**src/hw/lbus_pkg.sv**
```systemverilog
// Shared constants and state codes for the strobe-protocol local bus port.
// Assumes one system clock that oversamples the local bus clock pin.
package lbus_pkg;
  localparam int ADDR_W = 32;
  localparam int DATA_W = 32;
  localparam int OFFS_W = 12;
  localparam int TC_W = 4;
  localparam int SIZ_W = 2;
  localparam int ARB_W = 2;
  localparam int TAP_CNT_W = 3;
  // One less than the test clock rises with mode-select high that force the test controller to reset
  localparam logic [TAP_CNT_W-1:0] TAP_HOLD_COUNT = 3'h5;
  localparam logic [TAP_CNT_W-1:0] TAP_CNT_ONE = 3'h1;
  localparam logic ACTIVE_N = 1'b0;
  localparam logic IDLE_N = 1'b1;
  localparam logic DRIVE_OE_N = 1'b0;
  localparam logic FLOAT_OE_N = 1'b1;
  localparam int ARB_GRANT_BIT = 0;
  localparam int ARB_BUSY_BIT = 1;

  typedef enum logic [2:0] {
    S_IDLE = 3'h0,
    S_QUAL = 3'h1,
    S_WAIT = 3'h2,
    S_TERM = 3'h3,
    S_REL = 3'h4
  } slave_state_t;

  typedef enum logic [2:0] {
    M_IDLE = 3'h0,
    M_REQ = 3'h1,
    M_OWN = 3'h2,
    M_ADDR = 3'h3,
    M_DATA = 3'h4,
    M_WAIT = 3'h5,
    M_REL = 3'h6
  } master_state_t;
endpackage

```
**src/hw/dual_sync.sv**
```systemverilog
// Two-stage sampler for arbitration inputs, advanced only on enabled cycles.
// Assumes the enable marks local bus clock falling edges.
module dual_sync #(
  parameter int WIDTH = 2
) (
  // Clock and reset
  input wire logic clock_i,
  input wire logic rst_n_i,
  input wire logic en_i,
  // Data
  input wire logic [WIDTH-1:0] d_i,
  output logic [WIDTH-1:0] q_o
);
  typedef struct packed {
    logic [WIDTH-1:0] s1;
    logic [WIDTH-1:0] s2;
  } sync_t;

  sync_t st;
  sync_t next_st;

  always_comb begin
    next_st = st;
    if (en_i) begin
      next_st.s1 = d_i;
      next_st.s2 = st.s1;
    end
  end

  // Inactive-high bus lines, so reset to all ones
  always_ff @(posedge clock_i or negedge rst_n_i) begin
    if (!rst_n_i) begin
      st <= '1;
    end else begin
      st <= next_st;
    end
  end

  assign q_o = st.s2;
endmodule // dual_sync

```
**src/hw/local_bus_strobe_interface.sv**
```systemverilog
// Strobe-protocol local bus port: slave decode, master sequencing, arbitration,
// straps and test-port reset hold. Assumes all pins except the arbitration inputs
// synchronous to clock_i, which runs much faster than the local bus clock it samples.

module local_bus_strobe_interface #(
  parameter int ADDR_W = lbus_pkg::ADDR_W,
  parameter int DATA_W = lbus_pkg::DATA_W
) (
  // Clock, reset, enable
  input wire logic clock_i,
  input wire logic rst_n_i,
  input wire logic ce_i,
  input wire logic local_bus_clock_i,
  // Straps and options
  input wire logic pci_reset_n_i,
  input wire logic burst_in_progress_n_i,
  input wire logic bus_master_strap_fifo_ready_i,
  input wire logic sync_arbitration_i,
  output logic alt_master_protocol_o,
  output logic pci_bus_master_enable_o,
  // Test port
  input wire logic test_clock_i,
  input wire logic test_mode_select_i,
  input wire logic test_reset_n_i,
  output logic test_controller_reset_o,
  // Arbitration pins
  output logic bus_request_n_o,
  input wire logic bus_grant_n_i,
  input wire logic bus_busy_grant_ack_n_i,
  output logic bus_busy_grant_ack_n_o,
  output logic bus_busy_grant_ack_oe_n_o,
  // Address phase pins
  input wire logic address_strobe_n_i,
  output logic address_strobe_n_o,
  output logic data_strobe_n_o,
  output logic strobe_oe_n_o,
  input wire logic [ADDR_W-1:0] address_i,
  output logic [ADDR_W-1:0] address_o,
  input wire logic [lbus_pkg::TC_W-1:0] transaction_code_i,
  output logic [lbus_pkg::TC_W-1:0] transaction_code_o,
  input wire logic [lbus_pkg::SIZ_W-1:0] transfer_size_i,
  output logic [lbus_pkg::SIZ_W-1:0] transfer_size_o,
  input wire logic read_write_n_i,
  output logic read_write_n_o,
  input wire logic register_select_n_i,
  input wire logic pci_window_select_n_i,
  input wire logic dma_acknowledge_n_i,
  // Data pins
  input wire logic [DATA_W-1:0] data_i,
  output logic [DATA_W-1:0] data_o,
  output logic data_oe_n_o,
  // Termination pins
  input wire logic size_ack_high_n_i,
  output logic size_ack_high_n_o,
  output logic size_ack_low_n_o,
  output logic size_ack_oe_n_o,
  input wire logic bus_error_n_i,
  output logic bus_error_n_o,
  input wire logic halt_retry_n_i,
  output logic halt_retry_n_o,
  output logic error_oe_n_o,
  // Slave side toward internal targets
  output logic reg_req_o,
  output logic pci_req_o,
  output logic local_dma_transfer_o,
  output logic dma_single_address_o,
  output logic [lbus_pkg::OFFS_W-1:0] reg_offset_o,
  output logic [ADDR_W-1:0] slv_addr_o,
  output logic [lbus_pkg::TC_W-1:0] slv_code_o,
  output logic [lbus_pkg::SIZ_W-1:0] slv_size_o,
  output logic slv_read_o,
  output logic [DATA_W-1:0] slv_wdata_o,
  input wire logic slv_ack_i,
  input wire logic slv_err_i,
  input wire logic slv_retry_i,
  input wire logic [DATA_W-1:0] slv_rdata_i,
  // Master side toward internal requester
  input wire logic mst_req_i,
  input wire logic [ADDR_W-1:0] mst_addr_i,
  input wire logic [lbus_pkg::TC_W-1:0] mst_code_i,
  input wire logic [lbus_pkg::SIZ_W-1:0] mst_size_i,
  input wire logic mst_read_i,
  input wire logic [DATA_W-1:0] mst_wdata_i,
  output logic mst_busy_o,
  output logic mst_done_o,
  output logic mst_err_o,
  output logic mst_retry_o,
  output logic [DATA_W-1:0] mst_rdata_o
);
  typedef struct packed {
    logic lclk;
    logic tck;
    logic strap_done;
    logic [lbus_pkg::TAP_CNT_W-1:0] tap_cnt;
    logic tap_rst;
    logic alt_proto;
    logic pci_bm;
    lbus_pkg::slave_state_t sst;
    lbus_pkg::master_state_t mst;
    logic rsp_v;
    logic rsp_err;
    logic rsp_retry;
    logic req_n;
    logic bb_n;
    logic bb_oe_n;
    logic as_n;
    logic ds_n;
    logic strb_oe_n;
    logic [ADDR_W-1:0] addr;
    logic [lbus_pkg::TC_W-1:0] tc;
    logic [lbus_pkg::SIZ_W-1:0] siz;
    logic rw_n;
    logic [DATA_W-1:0] dout;
    logic d_oe_n;
    logic ack_n;
    logic ack_oe_n;
    logic berr_n;
    logic halt_n;
    logic err_oe_n;
    logic reg_req;
    logic pci_req;
    logic sel_reg;
    logic dma;
    logic single;
    logic [ADDR_W-1:0] s_addr;
    logic [lbus_pkg::TC_W-1:0] s_tc;
    logic [lbus_pkg::SIZ_W-1:0] s_siz;
    logic s_read;
    logic [DATA_W-1:0] s_wdata;
    logic m_read;
    logic done;
    logic m_err;
    logic m_retry;
    logic [DATA_W-1:0] m_rdata;
  } state_t;

  state_t st;
  state_t next_st;
  logic rise;
  logic fall;
  logic [lbus_pkg::ARB_W-1:0] arb_sync;
  logic grant_n;
  logic busy_n;
  logic selected;

  assign rise = local_bus_clock_i && !st.lclk;
  assign fall = !local_bus_clock_i && st.lclk;
  assign selected = !register_select_n_i || !pci_window_select_n_i || !dma_acknowledge_n_i;

  dual_sync #(.WIDTH(lbus_pkg::ARB_W)) u_arb_sync (
    .clock_i(clock_i),
    .rst_n_i(rst_n_i),
    .en_i(ce_i && fall),
    .d_i({bus_busy_grant_ack_n_i, bus_grant_n_i}),
    .q_o(arb_sync)
  );

  // Raw pins are taken as already synchronous when so configured
  assign grant_n = sync_arbitration_i ? bus_grant_n_i : arb_sync[lbus_pkg::ARB_GRANT_BIT];
  assign busy_n = sync_arbitration_i ? bus_busy_grant_ack_n_i : arb_sync[lbus_pkg::ARB_BUSY_BIT];

  always_comb begin
    next_st = st;
    next_st.lclk = local_bus_clock_i;
    next_st.tck = test_clock_i;
    next_st.reg_req = 1'b0;
    next_st.pci_req = 1'b0;
    next_st.done = 1'b0;
    // Straps: protocol caught once after release, master enable while PCI reset holds
    if (!st.strap_done) begin
      next_st.strap_done = 1'b1;
      next_st.alt_proto = burst_in_progress_n_i;
    end
    if (!pci_reset_n_i) begin
      next_st.pci_bm = bus_master_strap_fifo_ready_i;
    end
    // Undriven test reset still resets through mode-select held high
    if (!test_reset_n_i) begin
      next_st.tap_rst = 1'b1;
      next_st.tap_cnt = '0;
    end else if (test_clock_i && !st.tck) begin
      if (!test_mode_select_i) begin
        next_st.tap_cnt = '0;
        next_st.tap_rst = 1'b0;
      end else if (st.tap_cnt == lbus_pkg::TAP_HOLD_COUNT) begin
        next_st.tap_rst = 1'b1;
      end else begin
        next_st.tap_cnt = st.tap_cnt + lbus_pkg::TAP_CNT_ONE;
      end
    end
    // Slave
    if (slv_ack_i && st.sst == lbus_pkg::S_WAIT) begin
      next_st.rsp_v = 1'b1;
      next_st.rsp_err = slv_err_i || slv_retry_i;
      next_st.rsp_retry = slv_retry_i;
      next_st.dout = slv_rdata_i;
      next_st.d_oe_n = st.s_read ? lbus_pkg::DRIVE_OE_N : lbus_pkg::FLOAT_OE_N;
    end
    case (st.sst)
      lbus_pkg::S_IDLE: begin
        if (fall && !address_strobe_n_i && selected && st.mst == lbus_pkg::M_IDLE) begin
          next_st.s_addr = address_i;
          next_st.sel_reg = !register_select_n_i;
          next_st.dma = !dma_acknowledge_n_i;
          next_st.single = pci_window_select_n_i;
          next_st.sst = lbus_pkg::S_QUAL;
        end
      end
      lbus_pkg::S_QUAL: begin
        // Write data is valid at the rise after the strobe, no data strobe used
        if (rise) begin
          next_st.s_wdata = data_i;
        end
        // Qualifiers re-taken one bus clock later, so late setup is tolerated
        if (fall) begin
          if (address_strobe_n_i) begin
            next_st.sst = lbus_pkg::S_IDLE;
          end else begin
            next_st.s_addr = address_i;
            next_st.s_tc = transaction_code_i;
            next_st.s_siz = transfer_size_i;
            next_st.s_read = read_write_n_i;
            next_st.reg_req = st.sel_reg && !st.dma;
            next_st.pci_req = !st.sel_reg || st.dma;
            next_st.rsp_v = 1'b0;
            next_st.sst = lbus_pkg::S_WAIT;
          end
        end
      end
      lbus_pkg::S_WAIT: begin
        if (fall && st.rsp_v) begin
          if (st.rsp_err) begin
            next_st.berr_n = lbus_pkg::ACTIVE_N;
            next_st.halt_n = st.rsp_retry ? lbus_pkg::ACTIVE_N : lbus_pkg::IDLE_N;
            next_st.err_oe_n = lbus_pkg::DRIVE_OE_N;
          end else begin
            next_st.ack_n = lbus_pkg::ACTIVE_N;
            next_st.ack_oe_n = lbus_pkg::DRIVE_OE_N;
          end
          next_st.sst = lbus_pkg::S_TERM;
        end
      end
      lbus_pkg::S_TERM: begin
        if (fall && address_strobe_n_i) begin
          next_st.ack_n = lbus_pkg::IDLE_N;
          next_st.berr_n = lbus_pkg::IDLE_N;
          next_st.halt_n = lbus_pkg::IDLE_N;
          next_st.d_oe_n = lbus_pkg::FLOAT_OE_N;
          next_st.sst = lbus_pkg::S_REL;
        end
      end
      lbus_pkg::S_REL: begin
        if (fall) begin
          next_st.ack_oe_n = lbus_pkg::FLOAT_OE_N;
          next_st.err_oe_n = lbus_pkg::FLOAT_OE_N;
          next_st.sst = lbus_pkg::S_IDLE;
        end
      end
      default: next_st.sst = lbus_pkg::S_IDLE;
    endcase
    // Master
    case (st.mst)
      lbus_pkg::M_IDLE: begin
        if (mst_req_i && st.sst == lbus_pkg::S_IDLE) begin
          next_st.addr = mst_addr_i;
          next_st.tc = mst_code_i;
          next_st.siz = mst_size_i;
          next_st.m_read = mst_read_i;
          next_st.dout = mst_wdata_i;
          next_st.mst = lbus_pkg::M_REQ;
        end
      end
      lbus_pkg::M_REQ: begin
        if (fall) begin
          if (!st.req_n && !grant_n && busy_n) begin
            next_st.req_n = lbus_pkg::IDLE_N;
            next_st.bb_n = lbus_pkg::ACTIVE_N;
            next_st.bb_oe_n = lbus_pkg::DRIVE_OE_N;
            next_st.mst = lbus_pkg::M_OWN;
          end else begin
            next_st.req_n = lbus_pkg::ACTIVE_N;
          end
        end
      end
      lbus_pkg::M_OWN: begin
        if (rise) begin
          next_st.strb_oe_n = lbus_pkg::DRIVE_OE_N;
          next_st.rw_n = st.m_read;
          next_st.d_oe_n = st.m_read ? lbus_pkg::FLOAT_OE_N : lbus_pkg::DRIVE_OE_N;
          next_st.mst = lbus_pkg::M_ADDR;
        end
      end
      lbus_pkg::M_ADDR: begin
        if (fall) begin
          next_st.as_n = lbus_pkg::ACTIVE_N;
          next_st.ds_n = st.m_read ? lbus_pkg::ACTIVE_N : lbus_pkg::IDLE_N;
          next_st.mst = lbus_pkg::M_DATA;
        end
      end
      lbus_pkg::M_DATA: begin
        // Write strobe follows the address strobe by one bus clock
        if (fall) begin
          next_st.ds_n = lbus_pkg::ACTIVE_N;
          next_st.mst = lbus_pkg::M_WAIT;
        end
      end
      lbus_pkg::M_WAIT: begin
        if (fall && (!size_ack_high_n_i || !bus_error_n_i)) begin
          next_st.done = 1'b1;
          next_st.m_err = !bus_error_n_i && halt_retry_n_i;
          next_st.m_retry = !bus_error_n_i && !halt_retry_n_i;
          next_st.m_rdata = data_i;
          next_st.as_n = lbus_pkg::IDLE_N;
          next_st.ds_n = lbus_pkg::IDLE_N;
          next_st.bb_n = lbus_pkg::IDLE_N;
          next_st.d_oe_n = lbus_pkg::FLOAT_OE_N;
          next_st.mst = lbus_pkg::M_REL;
        end
      end
      lbus_pkg::M_REL: begin
        if (fall) begin
          next_st.strb_oe_n = lbus_pkg::FLOAT_OE_N;
          next_st.bb_oe_n = lbus_pkg::FLOAT_OE_N;
          next_st.mst = lbus_pkg::M_IDLE;
        end
      end
      default: next_st.mst = lbus_pkg::M_IDLE;
    endcase
  end

  always_ff @(posedge clock_i or negedge rst_n_i) begin
    if (!rst_n_i) begin
      st <= '0;
      st.tap_rst <= 1'b1;
      st.req_n <= lbus_pkg::IDLE_N;
      st.bb_n <= lbus_pkg::IDLE_N;
      st.bb_oe_n <= lbus_pkg::FLOAT_OE_N;
      st.as_n <= lbus_pkg::IDLE_N;
      st.ds_n <= lbus_pkg::IDLE_N;
      st.strb_oe_n <= lbus_pkg::FLOAT_OE_N;
      st.d_oe_n <= lbus_pkg::FLOAT_OE_N;
      st.ack_n <= lbus_pkg::IDLE_N;
      st.ack_oe_n <= lbus_pkg::FLOAT_OE_N;
      st.berr_n <= lbus_pkg::IDLE_N;
      st.halt_n <= lbus_pkg::IDLE_N;
      st.err_oe_n <= lbus_pkg::FLOAT_OE_N;
      st.rw_n <= lbus_pkg::IDLE_N;
    end else if (ce_i) begin
      st <= next_st;
    end
  end

  assign alt_master_protocol_o = st.alt_proto;
  assign pci_bus_master_enable_o = st.pci_bm;
  assign test_controller_reset_o = st.tap_rst;
  assign bus_request_n_o = st.req_n;
  assign bus_busy_grant_ack_n_o = st.bb_n;
  assign bus_busy_grant_ack_oe_n_o = st.bb_oe_n;
  assign address_strobe_n_o = st.as_n;
  assign data_strobe_n_o = st.ds_n;
  assign strobe_oe_n_o = st.strb_oe_n;
  assign address_o = st.addr;
  assign transaction_code_o = st.tc;
  assign transfer_size_o = st.siz;
  assign read_write_n_o = st.rw_n;
  assign data_o = st.dout;
  assign data_oe_n_o = st.d_oe_n;
  assign size_ack_high_n_o = st.ack_n;
  assign size_ack_low_n_o = st.ack_n;
  assign size_ack_oe_n_o = st.ack_oe_n;
  assign bus_error_n_o = st.berr_n;
  assign halt_retry_n_o = st.halt_n;
  assign error_oe_n_o = st.err_oe_n;
  assign reg_req_o = st.reg_req;
  assign pci_req_o = st.pci_req;
  assign local_dma_transfer_o = st.dma;
  assign dma_single_address_o = st.single;
  assign reg_offset_o = st.s_addr[lbus_pkg::OFFS_W-1:0];
  assign slv_addr_o = st.s_addr;
  assign slv_code_o = st.s_tc;
  assign slv_size_o = st.s_siz;
  assign slv_read_o = st.s_read;
  assign slv_wdata_o = st.s_wdata;
  assign mst_busy_o = (st.mst != lbus_pkg::M_IDLE);
  assign mst_done_o = st.done;
  assign mst_err_o = st.m_err;
  assign mst_retry_o = st.m_retry;
  assign mst_rdata_o = st.m_rdata;

  AST_SLV_ADDR: assert property (@(posedge clock_i) disable iff (!rst_n_i)
    (ce_i && fall && st.sst == lbus_pkg::S_IDLE && next_st.sst == lbus_pkg::S_QUAL)
    |=> st.s_addr == $past(address_i))
    else $error("slave address not captured with strobe");
  AST_SLV_ACCEPT: assert property (@(posedge clock_i) disable iff (!rst_n_i)
    (st.sst == lbus_pkg::S_QUAL && $past(st.sst) == lbus_pkg::S_IDLE)
    |-> $past(fall && !address_strobe_n_i && selected))
    else $error("slave cycle accepted without select");
  AST_REG_OFFSET: assert property (@(posedge clock_i) disable iff (!rst_n_i)
    reg_req_o |-> reg_offset_o == $past(address_i[lbus_pkg::OFFS_W-1:0]))
    else $error("register offset not from low address bits");
  AST_AS_TIMING: assert property (@(posedge clock_i) disable iff (!rst_n_i)
    $fell(address_strobe_n_o) |-> $past(fall) && $past(!strobe_oe_n_o))
    else $error("address strobe asserted off a falling edge");
  AST_BB_RELEASE: assert property (@(posedge clock_i) disable iff (!rst_n_i)
    $rose(bus_busy_grant_ack_oe_n_o) |-> $past(bus_busy_grant_ack_n_o) && $past(fall))
    else $error("busy line floated while low");
  AST_BERR_RELEASE: assert property (@(posedge clock_i) disable iff (!rst_n_i)
    $rose(error_oe_n_o) |-> $past(bus_error_n_o) && $past(halt_retry_n_o))
    else $error("bus error floated while asserted");
  AST_REQ_EDGE: assert property (@(posedge clock_i) disable iff (!rst_n_i)
    $changed(bus_request_n_o) |-> $past(fall))
    else $error("bus request changed off a falling edge");
  AST_SIZE_ACK: assert property (@(posedge clock_i) disable iff (!rst_n_i)
    !size_ack_high_n_o |-> !size_ack_low_n_o && !size_ack_oe_n_o && error_oe_n_o)
    else $error("termination not full width");
  AST_RETRY: assert property (@(posedge clock_i) disable iff (!rst_n_i)
    (mst_done_o && mst_retry_o) |-> $past(!bus_error_n_i && !halt_retry_n_i && fall))
    else $error("retry reported without error and halt");
  AST_DS_WRITE: assert property (@(posedge clock_i) disable iff (!rst_n_i)
    ($fell(data_strobe_n_o) && !st.m_read) |-> !address_strobe_n_o && $past(!address_strobe_n_o))
    else $error("write data strobe before address strobe");
endmodule // local_bus_strobe_interface

```
**config.mk**
```make
export PLATFORM = sky130hd
export DESIGN_NAME = local_bus_strobe_interface
export DESIGN_NICKNAME = d
export VERILOG_FILES = /design/src/hw/lbus_pkg.sv /design/src/hw/dual_sync.sv /design/src/hw/local_bus_strobe_interface.sv
export SDC_FILE = /design/constraint.sdc
export NUM_CORES = 1
export LEC_CHECK = 0
export ABC_AREA = 0
export BUFFER_PORTS_ARGS = -buffer_cell sky130_fd_sc_hd__buf_2
export CAP_MARGIN = 30
export CELL_PAD_IN_SITES_DETAIL_PLACEMENT = 1
export CELL_PAD_IN_SITES_GLOBAL_PLACEMENT = 1
export CORE_MARGIN = 1
export CORE_UTILIZATION = 34
export DETAILED_ROUTE_END_ITERATION = 6
export PLACE_DENSITY = 0.88
export SETUP_SLACK_MARGIN = 0.02
export SLEW_MARGIN = 40
export SYNTH_ARGS = -nofsm -noshare
export SYNTH_HDL_FRONTEND = slang
export SYNTH_HIERARCHICAL = 1
export SYNTH_SLANG_ARGS = --single-unit
```
**constraint.sdc**
```tcl
create_clock -name clock_i -period 2.15 [get_ports clock_i]
set_clock_uncertainty 0.2 [all_clocks]
set_input_delay 0.43 -clock clock_i [delete_from_list [all_inputs] [get_ports clock_i]]
set_output_delay 0.43 -clock clock_i [all_outputs]
set_load 0.005 [all_outputs]
```
# Word-level counts from Yosys, hierarchy flattened
# Index checks and enable logic that the tools add are counted.
# totals
register_bits	217
latch_bits	0
ram_bits	0
romBits	0
input_bits	198
output_inout_bits	210
elab_cells	220
n_memories	0
# op_classes
n_addsub	1
mul	0
div_mod_pow	0
magnitude_cmp	0
eq_ne	30
shift	0
muxes	69
bitwise	3
reduce_logical	71
# op_table
cell	count
2-to-1 mux 32 bit	3
2-to-1 mux 39 bit	2
2-to-1 mux 35 bit	2
one-hot mux 32 bit (2 select lines)	1
2-to-1 mux 3 bit	15
AND reduction 5 bit	8
2-to-1 mux 33 bit	1
inequality test 2 bit (second input constant)	14
AND reduction 3 bit	8
2-to-1 mux 2 bit	11
one-hot mux 3 bit (7 select lines)	1
2-to-1 mux 1 bit	18
logical AND 1 bit	17
one-hot mux 1 bit (2 select lines)	8
equality test 3 bit (second input constant)	5
one-hot mux 3 bit (5 select lines)	1
zero test 1 bit	14
nonzero test 2 bit	7
equality test 3 x 2 -> 1 bit (second input constant)	4
2-to-1 mux 4 bit	3
AND reduction 4 bit	3
AND reduction 9 bit	1
equality test 3 x 1 -> 1 bit (second input constant)	2
zero test 3 bit	2
other kinds (12)	23

# Longest topological paths before layout
# Gate-level depths: netlist (run 1).
# logic_depth
depth_word	7
ltp_mapped	7

# Cells and area by module
# Netlist (run 1), hierarchy kept.
# by_module_without_submodules
mod	instances	cells_per_inst	area_each_um2	seq_area_each_um2
local_bus_strobe_interface	1	921	10244.8	5347.6
dual_sync	1	10	165.2	105.1

# Worst setup path after synthesis (run 1)
# No wires, ideal clock.
# synth_timing
path_kind	register to register
start	reg u_arb_sync/q_o[1] (netlist name)
end	reg st (netlist bit data_strobe_n_o)
setup_time_ps	85
t_arrival_ps	1799
required_ps	1865
path_slack_ps	66
path_stages_with_launch	7
period_less_slack_ps	2084
path_cell_list	dfstp_2 > buf_4 > or3b_1 > a21oi_1 > o21bai_1 > a211oi_1 > mux2_1
# synth_lines
item	line	rtl
to (signal assigned)	local_bus_strobe_interface.sv:349	st <= next_st;
to (decl)	local_bus_strobe_interface.sv:137	state_t st;

# Worst setup path in the final report (run 1)
# layout_timing
start	reg st[199] in the netlist's numbering
end	out mst_busy_o
# layout_via
elab_chain_cells	1
# layout_rtl
item	line	rtl
nonzero test 3 bit	local_bus_strobe_interface.sv:384	assign mst_busy_o = (st.mst != lbus_pkg::M_IDLE);
to (decl)	local_bus_strobe_interface.sv:84	output logic mst_busy_o,
# No other way between the ends.

==> flow_summary.json, run 1 <==
{
  "status": "finished, final reports clean",
  "routed_wl_mm": 35.6,
  "fp.dieArea_um2": 31300,
  "max_stage_delay_ps": 430,
  "via_per_inst": 4.86,
  "floorplan.die.width_um": 177,
  "cts_max_path_buffers": 3,
  "maxCapViolCount": 0,
  "timing.critical_path.to_type": "output port",
  "drtIter0Drc": 345,
  "startpoint": "st[199]",
  "cellLeakagePower_nw": 7.52,
  "wl_per_cell_um": 20.6,
  "core_area_um2": 29900,
  "clkSlewWorstSetupHoldPaths_ps": 60,
  "number_of_global_route_vias_before_repair": 9510,
  "cpLargestDelayFamily": "simple AND/OR/NAND/NOR gates",
  "cts_root_buf": "sky130_fd_sc_hd__clkbuf_16",
  "postSynth.asyncResetShare_pct": 100,
  "maxSlewViolCount": 0,
  "min_delay_path_depth": 3,
  "fin_ws_ps": 24.9,
  "count_of_vias_placed_by_the_detailed_router": 8424,
  "hold_path_class": "in -> reg",
  "timing.critical_path.depth": 2,
  "fin_crit_ps": 2130,
  "crit_path_cell_trace": "or3_4 -> buf_2",
  "insertion_delay_ps": 510,
  "syn_avg_cell_area_um2": 11.2,
  "crit_type": "reg -> out",
  "final_layout_size_suffix_gt1_share_pct": 43.0,
  "ys_dominant_reg_cell": "sky130_fd_sc_hd__dfrtp_1",
  "power_density_nw_per_um2": 1110,
  "compound_cell_area_share_of_the_yosys_netlist_pct": 11.3,
  "worst_r2r_setup_slack_ps": 40,
  "place_hpwl_mm": 22.1,
  "clock.fmax_mhz": 471,
  "drc": 0,
  "ir_worst_vdd_mv": 0.556,
  "syn_area_um2": 10400,
  "num_io_pins": 408,
  "synthesis.instances": 931,
  "dp_worst_setup_slack_ps": -27.1,
  "area_added_between_synthesis_and_finish_pct": 36.9,
  "yosys.area_share.adder_pct": 0.349,
  "setup_violations": 0,
  "numClockSinks": 217,
  "initial_core_util_pct": 34.8,
  "cts_made_buffers": 25,
  "seq_area_frac_synth_pct": 52.4,
  "hold_violations": 0,
  "startpoint_types": "flop",
  "global_route.usage.total_pct": 22.1,
  "synth_xor_xnor_area_share_pct": 0,
  "timing.critical_path.buf_inv": 1,
  "rsz0062_at_grt": "true",
  "fin_util_pct": 47.7,
  "fin_setup_tns_ps": 0,
  "nets": 1517,
  "reg2regPathDepth": 5,
  "netlist-cell-type-count": 54,
  "totalPowerFinal_mw": 15.8,
  "synth_mux_area_share_pct": 13.2,
  "leftover_overflow_at_the_end_of_global_routing": 0,
  "crit-reg2reg-capture": "address_o[0]",
  "cpMaxStageDelayCell": "sky130_fd_sc_hd__or3_4",
  "tightestPinTransition_ps": 490,
  "grt_max_degree": 72,
  "simple_gate_area_share_of_the_yosys_netlist_pct": 5.64,
  "cts_tree": "done",
  "yosys_register_bits": 217,
  "crit_path_max_fo": 3,
  "number_of_synthesized_flops_with_an_enable_pin": 0,
  "fillerInstances": 3289,
  "cts-htree-levels": 1,
  "final_clock_period_utilization_by_the_worst_path_pct": 98.8,
  "place_congestion": 0.820,
  "die_h_um": 177,
  "grt_antenna_before_repair": 6,
  "ys_warn_count": 6,
  "global_route_wire_length_before_repair_mm": 53.6,
  "synth_fp_nets": 1131,
  "placement.io_buffers": 407,
  "detailedRoute.firstPassIterationCount": 4,
  "capturing_instance_or_port_of_the_critical_path": "mst_busy_o",
  "critical_path_arrival_ps": 1500,
  "crit-reg2reg-launch": "st[203]",
  "rows": 63,
  "dominant_combinational_cell_family_by_area_after_synthesis": "buffers and inverters",
  "timing.critical_path.required_ps": 1520,
  "postRouteAntennaNets": 0,
  "slew_headroom_pct": 67.4
}
## synth_stat cells (2+ instances only)
cell,instances,share of area (%)
sky130_fd_sc_hd__clkbuf_1,24,0.87
sky130_fd_sc_hd__mux2_2,41,4.4
sky130_fd_sc_hd__mux2_1,81,8.8
sky130_fd_sc_hd__nor3_1,5,0.24
sky130_fd_sc_hd__a22o_1,2,0.17
sky130_fd_sc_hd__a21oi_1,47,2.3
sky130_fd_sc_hd__buf_2,17,0.82
sky130_fd_sc_hd__dfstp_2,18,4.5
sky130_fd_sc_hd__nand4_1,2,0.12
sky130_fd_sc_hd__o21ai_1,14,0.67
sky130_fd_sc_hd__o2bb2ai_1,2,0.17
sky130_fd_sc_hd__buf_4,191,14
sky130_fd_sc_hd__inv_2,2,0.072
sky130_fd_sc_hd__and3_1,5,0.30
sky130_fd_sc_hd__ha_1,2,0.24
sky130_fd_sc_hd__or3_1,2,0.12
sky130_fd_sc_hd__a31oi_1,6,0.36
sky130_fd_sc_hd__o21bai_1,2,0.14
sky130_fd_sc_hd__o21ai_0,40,1.9
sky130_fd_sc_hd__nand2_1,54,1.9
sky130_fd_sc_hd__o22a_1,2,0.17
sky130_fd_sc_hd__o31ai_1,36,2.6
sky130_fd_sc_hd__nor2b_1,4,0.24
sky130_fd_sc_hd__o22ai_1,33,2.0
sky130_fd_sc_hd__nand3_1,4,0.19
sky130_fd_sc_hd__nand3b_1,4,0.29
sky130_fd_sc_hd__nor2_1,17,0.61
sky130_fd_sc_hd__or3b_1,2,0.17
sky130_fd_sc_hd__nand2b_1,7,0.42
sky130_fd_sc_hd__inv_1,43,1.6
sky130_fd_sc_hd__dfrtp_1,199,48
## worst min-delay path by stage
stage | from | endpoint | slack (ps)
3_3_place_gp | rst_n_i | address_o[22] | 150
4_1_cts | mst_wdata_i[12] | data_o[12] | 1
3_5_place_dp | rst_n_i | address_o[22] | 150
2_1_floorplan | rst_n_i | address_o[0] | -70
6_report | mst_wdata_i[28] | data_o[28] | 30
5_1_grt | slv_rdata_i[9] | data_o[9] | 20
## cell usage in the layout, fill, tap and decap left out, drive strengths merged, types with 18 or more instances in the layout
cell and instances:
dfstp 18, inv 45, o31ai 36, dfrtp 199, o21ai 54, nor2 18
nand2 54, clkbuf 38, a21oi 47, o22ai 33, dlygate4sd3 144, mux2 122
buf 447
## tightest hold or removal path, cell delays in order
cell and delay [ps]:
sky130_fd_sc_hd__buf_2 80, sky130_fd_sc_hd__o22ai_1 80, sky130_fd_sc_hd__a21oi_1 110
## through the flow
stage | hold WS, ps | std cells | instance area, um2
2_1_floorplan | -65.6 | 931 | 10400
4_1_cts | 1.45 | 1724 | 14200
3_3_place_gp | 154 | 1534 | 11800
6_report | 27.0 | 1732 | 14200
3_5_place_dp | 153 | 1534 | 11800
5_1_grt | 17.2 | 1731 | 14200
## sequential cells by signal (all words and copies together), names as in the netlist, 2 cells and up
signal,flops
slv_wdata_o,32
slv_code_o,4
slv_size_o,2
mst_rdata_o,32
slv_addr_o,32
transfer_size_o,2
address_o,32
u_arb_sync/st,2
transaction_code_o,4
u_arb_sync/q_o,2
st,17
data_o,32
## cells by family after synthesis
family	count (synthesis)
buffers and inverters	278
AOI/OAI and AO/OA	194
muxes	122
and+or+nand+nor	117
adders and majority gates	3
DFF	217
## timing repair
item / in CTS / in global routing
hold buffers: 144 / 0
setup buffers: 1 / 0
gates resized for setup: 2 / 19
endpoints found under the setup margin: 4 / 76
pin swaps: 1 / 1
endpoints found under the hold margin: 360 / 0
cloned: 0 / 1
## final cells by class
class	instances	area, um2	share of cell area, %
antenna	7	17.5	0.123
multi-input combinational	436	3280	23.0
clock inverter	8	115	0.808
sequential	217	5450	38.3
inverter	45	169	1.19
tap	390	488	3.43
timing repair buffer	592	3980	27.9
clock buffer	37	751	5.27
## where the power goes
group	internal, mW	total, mW	switching (mW)
logic	2.42	4.99	2.57
clock network	2.76	4.45	1.69
registers	5.50	6.37	0.878
total	10.7	15.8	5.13
## metal layers
layer / part of all wire (%) / vias up / track usage [%]
met5: 0 / - / 0
met4: 3.8 / 0 / 9.09
met3: 6.2 / 90 / 4.98
met2: 55 / 356 / 42.4
met1: 35 / 4190 / 22.7
li1: - / 3788 / -
(Power assumes the default switching activity.)
==> inputs of run 2 (changes only) <==
--- a/config.mk
+++ b/config.mk
@@ -11,9 +11,9 @@
 export CELL_PAD_IN_SITES_DETAIL_PLACEMENT = 1
 export CELL_PAD_IN_SITES_GLOBAL_PLACEMENT = 1
 export CORE_MARGIN = 1
-export CORE_UTILIZATION = 34
+export CORE_UTILIZATION = 37
 export DETAILED_ROUTE_END_ITERATION = 6
-export PLACE_DENSITY = 0.88
+export PLACE_DENSITY = 0.9
 export SETUP_SLACK_MARGIN = 0.02
 export SLEW_MARGIN = 40
 export SYNTH_ARGS = -nofsm -noshare
==> constraint.sdc (replaced) <==
create_clock -name clock_i -period 2.3 [get_ports clock_i]
set_clock_uncertainty 0.2 [all_clocks]
set_input_delay 0.46 -clock clock_i [delete_from_list [all_inputs] [get_ports clock_i]]
set_output_delay 0.46 -clock clock_i [all_outputs]
set_load 0.005 [all_outputs]
==> run 2 against run 1 <==
Compared with the run above:
- clock power down 10%
- routed wire length up 1.1%
- worst setup slack gained 43 ps
- count of clock-buffer cells in the layout unchanged
- worst hold slack got worse by 1.9 ps
- largest power group unchanged
- sequential cell count unchanged
==> flow_summary.json, run 2 (synthesis results as in run 1) <==
{
  "setup_violations": 0,
  "global_route_wire_length_before_repair_mm": 53.7,
  "leftover_overflow_at_the_end_of_global_routing": 0,
  "place_congestion": 0.801,
  "totalPowerFinal_mw": 14.6,
  "tightestPinTransition_ps": 513,
  "core_area_um2": 27700,
  "timing.critical_path.to_type": "flop",
  "drtIter0Drc": 498,
  "timing.critical_path.buf_inv": 1,
  "numClockSinks": 217,
  "initial_core_util_pct": 37.6,
  "grt_antenna_before_repair": 4,
  "layout_common_cells": "406 x sky130_fd_sc_hd__buf_2, 198 x sky130_fd_sc_hd__dfrtp_1, 124 x sky130_fd_sc_hd__dlygate4sd3_1, 81 x sky130_fd_sc_hd__mux2_1, 54 x sky130_fd_sc_hd__nand2_1",
  "slew_headroom_pct": 65.8,
  "rows": 61,
  "wl_per_cell_um": 21.2,
  "cellLeakagePower_nw": 7.35,
  "num_io_pins": 408,
  "die_h_um": 170,
  "postRouteAntennaNets": 0,
  "cts-htree-levels": 1,
  "grt_max_degree": 72,
  "cpMaxStageDelayCell": "sky130_fd_sc_hd__dfrtp_2",
  "placement.io_buffers": 407,
  "startpoint_types": "flop",
  "number_of_global_route_vias_before_repair": 9192,
  "floorplan.die.width_um": 170,
  "global_route.usage.total_pct": 24.3,
  "status": "finished, final reports clean",
  "fin_crit_ps": 2230,
  "insertion_delay_ps": 520,
  "cts_tree": "done",
  "final_common_cell": "sky130_fd_sc_hd__buf_2",
  "nets": 1494,
  "clkSlewWorstSetupHoldPaths_ps": 70,
  "drc": 0,
  "hold_violations": 0,
  "cts_root_buf": "sky130_fd_sc_hd__clkbuf_16",
  "final_layout_size_suffix_gt1_share_pct": 42.5,
  "place_hpwl_mm": 21.8,
  "clock.fmax_mhz": 448,
  "cpLargestDelayFamily": "simple AND/OR/NAND/NOR gates",
  "power_density_nw_per_um2": 1050,
  "final_clock_period_utilization_by_the_worst_path_pct": 97.1,
  "max_stage_delay_ps": 450,
  "timing.critical_path.required_ps": 2470,
  "ir_worst_vdd_mv": 0.541,
  "count_of_vias_placed_by_the_detailed_router": 8371,
  "critical_path_arrival_ps": 2400,
  "maxSlewViolCount": 0,
  "via_per_inst": 4.94,
  "cts_made_buffers": 24,
  "stdcell_count": 1694,
  "detailedRoute.firstPassIterationCount": 4,
  "rsz0062_at_grt": "false",
  "fin_hold_ws_ps": 25.1,
  "dp.cells": 1520,
  "fp.dieArea_um2": 28800,
  "crit_path_max_fo": 71,
  "maxCapViolCount": 0,
  "routed_wl_mm": 36.0,
  "area_added_between_synthesis_and_finish_pct": 33.2,
  "cts_max_path_buffers": 3,
  "fin_setup_tns_ps": 0,
  "crit_path_cell_trace": "or3_4 -> nor2_4 -> nand3_4 -> buf_12 -> mux2_1",
  "crit_type": "reg -> reg",
  "hold_path_class": "in -> reg"
}
[run 2: changes by cell type in the layout (fill, tap and decap cells not counted), moves of 2 or more]
cell	before	now
sky130_fd_sc_hd__buf_12	13	10
sky130_fd_sc_hd__o21ai_0	32	36
sky130_fd_sc_hd__clkinv_2	5	2
sky130_fd_sc_hd__buf_4	27	29
sky130_fd_sc_hd__clkbuf_16	26	24
sky130_fd_sc_hd__o21ai_2	3	1
sky130_fd_sc_hd__clkbuf_1	4	10
sky130_fd_sc_hd__o21ai_1	18	16
sky130_fd_sc_hd__dlygate4sd3_1	144	124
sky130_fd_sc_hd__clkbuf_8	8	3
sky130_fd_sc_hd__diode_2	7	4
[run 2: report_power, final]
group	total, mW	switching, mW	internal, mW
clock	3.99	1.61	2.38
combinational	4.56	2.36	2.20
sequential	6.03	0.888	5.14
total	14.6	4.86	9.71
[run 2: path summary, 6_finish.rpt]
kind                                  from                       to  slack [ps]  cells past startpoint
hold / removal             slv_rdata_i[21]               data_o[21]          30                      3
max in group asynchronous          rst_n_i  test_controller_reset_o         960                      3
min in group asynchronous          rst_n_i            address_o[22]         280                      2
setup / recovery                   st[199]            address_o[12]          70                      5
setup reg to reg                   st[199]            address_o[12]          70                      5
hold reg to reg                    st[195]           halt_retry_n_o         230                      1
[run 2: through the flow]
step | setup WS [ps] | utilization [%] | area (um2)
global route | 28.1 | 50.1 | 13900
finish | 67.7 | 50.1 | 13900
CTS | 21.4 | 49.9 | 13800
global placement | 66.5 | 42.5 | 11800
floorplan | 216 | - | 10400
detailed placement | 12.3 | 42.5 | 11800
[run 2: what timing repair did]
item | in CTS | in global routing
resized for setup | 0 | 9
hold endpoints to repair | 190 | 0
buffers inserted | 0 | 2
hold buffers | 124 | 0
setup endpoints to repair | 0 | 43
[run 2: worst register-to-register path: stages, from the launching register on]
cell                      delay [ps]
sky130_fd_sc_hd__dfrtp_2         450
sky130_fd_sc_hd__or3_4           430
sky130_fd_sc_hd__nor2_4          160
sky130_fd_sc_hd__nand3_4          90
sky130_fd_sc_hd__buf_12          190
sky130_fd_sc_hd__mux2_1          570
[run 2: final cells by class]
class                      count  area [um2]
fill                        3082       13800
sequential                   217        5450
timing repair buffer         570        3710
multi-input combinational    436        3250
clock buffer                  37         679
tap                          378         473
inverter                      45         169
clock inverter                 7         124
antenna                        4        10.0
[run 2: per-layer routing]
metal,vias to the layer above,GRT usage (%),share of wire (%)
li1,3746,-,-
met1,4187,25.6,36
met2,351,46.2,54
met3,87,4.66,6.0
met4,0,11.3,4.2
met5,-,0,0
